**src/nvsc_pkg.sv**
```systemverilog
// package for the nonvolatile sram soft sequence host controller
// assumes a 100 MHz mclk and an asynchronous sram bus on the far side
package nvsc_pkg;
   // ==========================================
   // sequence addresses
   localparam logic [15:0] NVSC_SEQ_A1 = 16'h4E38;
   localparam logic [15:0] NVSC_SEQ_A2 = 16'hB1C7;
   localparam logic [15:0] NVSC_SEQ_A3 = 16'h83E0;
   localparam logic [15:0] NVSC_SEQ_A4 = 16'h7C1F;
   localparam logic [15:0] NVSC_SEQ_A5 = 16'h703F;
   localparam logic [15:0] NVSC_ADDR_RECALL = 16'h4C63;
   localparam logic [15:0] NVSC_ADDR_AS_DIS = 16'h8B45;
   localparam logic [15:0] NVSC_ADDR_AS_EN = 16'h4B46;
   localparam logic [15:0] NVSC_ADDR_STORE = 16'h8FC0;
   localparam int NVSC_AW = 20;
   localparam int NVSC_DW = 16;
   // ==========================================
   // timing
   localparam int NVSC_CLK_MHZ = 100;
   localparam int NVSC_T_STROBE_NS = 45;
   localparam int NVSC_STROBE_CYC = (NVSC_T_STROBE_NS * NVSC_CLK_MHZ + 999) / 1000;
   localparam int NVSC_T_GAP_NS = 20;
   localparam int NVSC_GAP_CYC = (NVSC_T_GAP_NS * NVSC_CLK_MHZ + 999) / 1000;
   localparam int NVSC_CW = 4;
   // ==========================================
   // commands
   typedef enum logic [1:0] {
      NVSC_CMD_RECALL,
      NVSC_CMD_AS_DIS,
      NVSC_CMD_AS_EN,
      NVSC_CMD_STORE
   } nvsc_cmd_t;
   typedef struct packed {
      logic [NVSC_AW-1:0] addr;
      logic ce_n;
      logic oe_n;
      logic we_n;
      logic upper_byte_sel_n;
      logic lower_byte_sel_n;
   } nvsc_bus_t;
   localparam nvsc_bus_t NVSC_BUS_IDLE = '{addr: '0, ce_n: 1'b1, oe_n: 1'b1, we_n: 1'b1,
      upper_byte_sel_n: 1'b1, lower_byte_sel_n: 1'b1};
endpackage

```
**src/nvsc_host.sv**
```systemverilog
// host controller that issues six-read soft sequences to a nonvolatile sram
// assumes the memory bus is owned by this block while a command runs
`timescale 1ns/1ps
module nvsc_host
   import nvsc_pkg::*;
(
   input wire logic mclk,
   input wire logic rst,
   input wire logic cmd_valid,
   input wire nvsc_pkg::nvsc_cmd_t cmd,
   input wire logic boot_config,
   input wire logic hardware_store_busy_n,
   output nvsc_pkg::nvsc_bus_t bus,
   output logic cmd_ready,
   output logic cmd_done,
   output logic as_dirty
);
   import nvsc_pkg::*;
   // ==========================================
   // state
   typedef enum logic [2:0] {S_IDLE, S_ADDR, S_STROBE, S_GAP, S_BUSY} nvsc_state_t;
   nvsc_state_t st_r, st_nxt;
   nvsc_cmd_t cmd_r, cmd_nxt;
   // index of the read within the six-read sequence
   logic [2:0] step_r, step_nxt;
   // counts down strobe and gap cycles; the width fits the longest count
   logic [NVSC_CW-1:0] cnt_r, cnt_nxt;
   nvsc_bus_t bus_nxt;
   logic ready_nxt;
   logic done_nxt;
   logic dirty_r;
   logic dirty_nxt;
   // boot rewrite pending; loaded from boot_config while reset is held
   logic boot_r;
   logic boot_nxt;
   logic busy_s1_r, busy_s2_r;
   logic [15:0] seq_addr;

   // timing of one read, in mclk cycles:
   // one address cycle, NVSC_STROBE_CYC strobe cycles, NVSC_GAP_CYC gap cycles
   // six reads take about 48 cycles; a recall or store adds the busy time
   // a fixed strobe length keeps the host simple but wastes time on faster parts

   // ==========================================
   // busy synchroniser
   // the busy pin is driven by the memory, not by mclk logic, so two flops
   always_ff @(posedge mclk) begin
      busy_s1_r <= hardware_store_busy_n;
      busy_s2_r <= busy_s1_r;
   end

   // ==========================================
   // address lookup
   // sixth address selected by command
   // only bits 14 down to 2 are decoded by the memory; bits 19 down to 16 stay at zero
   always_comb begin
      unique case (step_r)
         3'd0: seq_addr = NVSC_SEQ_A1;
         3'd1: seq_addr = NVSC_SEQ_A2;
         3'd2: seq_addr = NVSC_SEQ_A3;
         3'd3: seq_addr = NVSC_SEQ_A4;
         3'd4: seq_addr = NVSC_SEQ_A5;
         default: begin
            unique case (cmd_r)
               NVSC_CMD_RECALL: seq_addr = NVSC_ADDR_RECALL;
               NVSC_CMD_AS_DIS: seq_addr = NVSC_ADDR_AS_DIS;
               NVSC_CMD_AS_EN: seq_addr = NVSC_ADDR_AS_EN;
               default: seq_addr = NVSC_ADDR_STORE;
            endcase
         end
      endcase
   end

   // ==========================================
   // sequencer
   // idle waits for a command or a pending boot rewrite, then six reads run
   // back to back; after the last one the host waits for busy to be released
   // the bus is never shared during a sequence, since any other access
   // would abort it in the memory
   always_comb begin
      st_nxt = st_r;
      cmd_nxt = cmd_r;
      step_nxt = step_r;
      cnt_nxt = cnt_r;
      bus_nxt = bus;
      ready_nxt = 1'b0;
      done_nxt = 1'b0;
      dirty_nxt = dirty_r;
      boot_nxt = boot_r;
      unique case (st_r)
         S_IDLE: begin
            bus_nxt = NVSC_BUS_IDLE;
            // boot rewrite of autostore enable takes priority once
            // boot_config is sampled only while rst is high; later changes do nothing
            // the rewrite leaves as_dirty set, so a store is still owed
            if (boot_r && busy_s2_r) begin
               boot_nxt = 1'b0;
               cmd_nxt = NVSC_CMD_AS_EN;
               step_nxt = 3'd0;
               st_nxt = S_ADDR;
            end else if (cmd_valid && busy_s2_r) begin
               cmd_nxt = cmd;
               step_nxt = 3'd0;
               st_nxt = S_ADDR;
            end else begin
               ready_nxt = busy_s2_r && !boot_r;
            end
         end
         S_ADDR: begin
            // address settles before the chip-select strobe; no other access is
            // interleaved since the bus is ours until the sequence ends
            bus_nxt = NVSC_BUS_IDLE;
            bus_nxt.addr = {4'h0, seq_addr};
            cnt_nxt = NVSC_CW'(NVSC_STROBE_CYC);
            st_nxt = S_STROBE;
         end
         S_STROBE: begin
            // byte selects low so the read is a full word read
            bus_nxt.ce_n = 1'b0;
            bus_nxt.oe_n = 1'b0;
            bus_nxt.we_n = 1'b1;
            bus_nxt.upper_byte_sel_n = 1'b0;
            bus_nxt.lower_byte_sel_n = 1'b0;
            cnt_nxt = cnt_r - NVSC_CW'(1);
            if (cnt_r == NVSC_CW'(1)) begin
               cnt_nxt = NVSC_CW'(NVSC_GAP_CYC);
               st_nxt = S_GAP;
            end
         end
         S_GAP: begin
            // strobes high between reads so each read has its own falling edge
            bus_nxt.ce_n = 1'b1;
            bus_nxt.oe_n = 1'b1;
            cnt_nxt = cnt_r - NVSC_CW'(1);
            if (cnt_r == NVSC_CW'(1)) begin
               if (step_r == 3'd5) begin
                  st_nxt = S_BUSY;
               end else begin
                  step_nxt = step_r + 3'd1;
                  st_nxt = S_ADDR;
               end
            end
         end
         S_BUSY: begin
            // wait for the device to release busy after recall or store
            // enable and disable never raise busy; they finish on the
            // first cycle in S_BUSY
            bus_nxt = NVSC_BUS_IDLE;
            if (busy_s2_r) begin
               done_nxt = 1'b1;
               st_nxt = S_IDLE;
               if (cmd_r == NVSC_CMD_AS_DIS || cmd_r == NVSC_CMD_AS_EN) begin
                  dirty_nxt = 1'b1;
               end else if (cmd_r == NVSC_CMD_STORE) begin
                  dirty_nxt = 1'b0;
               end
            end
         end
         default: st_nxt = S_IDLE;
      endcase
   end

   // ==========================================
   // registers
   // one process holds every flop except the busy synchroniser, so that reset covers them
   always_ff @(posedge mclk) begin
      if (rst) begin
         st_r <= S_IDLE;
         cmd_r <= NVSC_CMD_RECALL;
         step_r <= 3'd0;
         cnt_r <= '0;
         bus <= NVSC_BUS_IDLE;
         cmd_ready <= 1'b0;
         cmd_done <= 1'b0;
         dirty_r <= 1'b0;
         boot_r <= boot_config;
      end else begin
         st_r <= st_nxt;
         cmd_r <= cmd_nxt;
         step_r <= step_nxt;
         cnt_r <= cnt_nxt;
         bus <= bus_nxt;
         cmd_ready <= ready_nxt;
         cmd_done <= done_nxt;
         dirty_r <= dirty_nxt;
         boot_r <= boot_nxt;
      end
   end


   // ==========================================
   // outputs
   // as_dirty is a plain copy of a flop, so it carries no glitch
   always_comb begin
      as_dirty = dirty_r;
   end
endmodule // nvsc_host

```
**config.mk**
```make
export PLATFORM = sky130hd
export DESIGN_NAME = nvsc_host
export DESIGN_NICKNAME = d
export VERILOG_FILES = /design/src/nvsc_pkg.sv /design/src/nvsc_host.sv
export SDC_FILE = /design/constraint.sdc
export NUM_CORES = 1
export LEC_CHECK = 0
export ABC_AREA = 0
export BUFFER_PORTS_ARGS = -buffer_cell sky130_fd_sc_hd__clkbuf_2
export CAP_MARGIN = 10
export CORE_ASPECT_RATIO = 2
export CORE_MARGIN = 2
export CORE_UTILIZATION = 35
export DETAILED_ROUTE_END_ITERATION = 16
export HOLD_SLACK_MARGIN = 0.15
export PLACE_DENSITY_LB_ADDON = 0.08
export SLEW_MARGIN = 20
export SYNTH_ARGS = -nofsm -noshare
export SYNTH_HDL_FRONTEND = slang
export SYNTH_SLANG_ARGS = --single-unit
export TNS_END_PERCENT = 100
```
**constraint.sdc**
```tcl
create_clock -name mclk -period 3.1 [get_ports mclk]
set_input_delay 0.31 -clock mclk [delete_from_list [all_inputs] [get_ports mclk]]
set_output_delay 0.31 -clock mclk [all_outputs]
set_load 0.02 [all_outputs]
```
==> summary.txt <==
Remaining antenna violation count: 0
Clock transition at path regs: 0.07 ns
Area growth, synth to finish: 11.4%
Initial antenna violation count: 0
Via count of the routed design: 1,471
Routed len/inst: 14.4 microns
I/O pin cnt: 35
Setup violators final: 0
Number of synthesized flops with an enable pin: 1
Crit path cell chain: inv_1, ha_1, nor3_1, o21ai_0, or3_1, a31oi_1
Max cap viols: 0
TritonRoute pass-1 iters: 4
Ys flop type: dfxtp_1
Critical path data arrival time: 2.14 ns
Clk Latency, worst-skew pair: 0.29 ns
Crit. End Element: register
Max IR drop VDD: 385 uV
Largest net degree at the start of global routing: 29
Tcrit/Tclk final: 0.621
Core area: 4820 sq um
Req. time, crit path: 3.31 ns
Fill cells: 517
Multi-input gate area: 911 sq um
Register area share after synthesis: 0.396
First-pass GRT wire length: 6890 microns
Post-synth ARST share: 0
Final hold vios: 0
Row count: 36
CP Buf/Inv Count: 1
Netlist cell types: 49
CTS buffer count: 5
ANT cells: 0
Synth warn: 0
Commonest non-fill, non-tap cell in the layout: dfxtp_1
Worst Tran Pin Value: 0.735 ns
H-tree depth: 2
IO buf count: 29
Clock buffer depth: 2
Total Routing Usage GR: 0.164
CP max stage cell: or3_1
Status: completed
Chip Height: 104 microns
Most frequent cells in the layout: 33 x dfxtp_1, 29 x clkbuf_2, 22 x nand2_1, 13 x nor2_1, 12 x ha_1
CTS tree: yes
Cts repair resizes: 0
Layout cell share with drive strength beyond 1: 0.195
HP Class: in2reg
Lkg Pwr: 0.809 nW
Largest stage delay, worst path: 0.43 ns
Top achievable clock speed: 519 MHz
Pwr Density: 584 nW/um^2
Die Wd: 53.9 microns
Startpoint types: register
Setup TNS: 0 ns
Total grt overflow: 0
Cell Area, Placed: 1850 sq um
DRC violations left: 0
#FFs+latches synth: 34
Routability cong.: 0.730
Cell Area, Synth: 1750 sq um
DR iter-0 viols: 27
Nets: 239
Util after Layout: 0.403
Final setup skew: 0.00866 ns
Cell family with most CP delay: simple AND/OR/NAND/NOR gates
Worst setup margin: 1.17 ns
Total routed wirelength: 4000 microns
CTS sink count: 34
Mean Syn Cell Area: 8.73 sq um
Clock root cell: clkbuf_8
Period minus WS final: 1.93 ns
Critical-path maximum fanout: 4
Critical path class: reg2reg
Final count of pins violating max slew: 0
Post-DP HPWL: 3010 microns
Initial Utilization: 0.362
RSZ-0062 raised after global routing: false
Avg Vias per Cell: 5.29
Die area: 5600 sq um
Non-Filler Instances: 278
Design area: 1940 sq um
Register area: 691 sq um
Vias in the first global route: 1,473
Slew headroom: 0.509
DP Worst Slack: 1.18 ns
Cells after Synth: 200
DP Cell Count: 269
power by group:
group          switching (W)  leakage (nW)  total (W)  internal, W
Clock               0.000168        0.0452   0.000327     0.000158
Sequential         0.0000483         0.279   0.000527     0.000479
Combinational       0.000174         0.485   0.000280     0.000106
Total               0.000391         0.809    0.00113     0.000744
layout make-up:
class                   instances  area share
inverters                       8      0.0154
flip-flops and latches         34       0.355
repair buffers                 30      0.0798
well taps                      57      0.0367
multi-input cells             141       0.468
clock inverters                 2     0.00708
clock buffers                   6      0.0373
sequential cells by signal (all words and copies together) (netlist names):
name       count
bus           16
cnt_r          4
st_r           3
step_r         3
cmd_r          2
as_dirty       1
boot_r         1
busy_s1_r      1
busy_s2_r      1
cmd_done       1
cmd_ready      1
through the flow:
step                      hold slack [ns]  power [W]
after detailed placement            0.317   0.000816
after global placement              0.315   0.000811
after floorplan                     0.310   0.000752
after global routing                0.267    0.00120
after CTS                           0.253    0.00115
final                               0.263    0.00113
routing by layer:
layer | up-vias | GRT usage | share of wire
met3 | 12 | 0.0359 | 0.032
met5 | - | 0 | 0
met4 | 0 | 0.0788 | 0.028
met1 | 688 | 0.169 | 0.38
li1 | 738 | - | -
met2 | 33 | 0.291 | 0.56
timing repair:
action | CTS | global route
hold endpoints to repair | 1 | 0
buffers inserted | 0 | 0
hold buffers | 1 | 0
worst register-to-register path, stage by stage, from the launching register on:
cell and delay, ns:
dfxtp_1 0.39, inv_1 0.09, ha_1 0.24, nor3_1 0.33, o21ai_0 0.24, or3_1 0.43, a31oi_1 0.14
cells by family (layout without fill, tap and decap cells):
group,count (synthesis),in the layout,share of synthesized area
simple gates,67,67,0.198
compound gates,55,55,0.216
flops,34,34,0.396
buf+inv,28,46,0.0889
fa+ha+maj,12,12,0.0860
other cells,2,5,0.00430
mux,2,2,0.0115
final timing paths:
path | startpoint | end | cells after the start | slack (ns)
worst max-delay path | step_r[0]$_SDFFE_PP0P_ | bus[6]$_SDFFE_PP0P_ | 6 | 1.17
worst min-delay path | cmd[0] | cmd_r[0]$_SDFFE_PP0P_ | 3 | 0.26
worst max register to register | step_r[0]$_SDFFE_PP0P_ | bus[6]$_SDFFE_PP0P_ | 6 | 1.17
worst min register to register | busy_s1_r$_DFF_P_ | busy_s2_r$_DFF_P_ | 0 | 0.33
synth_stat cells (all sizes together) (4+ instances only):
cell / count / area share
or3: 5 / 0.018
clkbuf: 7 / 0.015
buf: 13 / 0.057
dfxtp: 33 / 0.38
ha: 12 / 0.086
a21oi: 10 / 0.029
nand2: 22 / 0.047
nor3: 6 / 0.024
inv: 8 / 0.017
o21ai: 12 / 0.034
nor2: 13 / 0.028
nand2b: 4 / 0.014
a211oi: 5 / 0.022
Note: power is estimated with default switching activity, not from simulation.
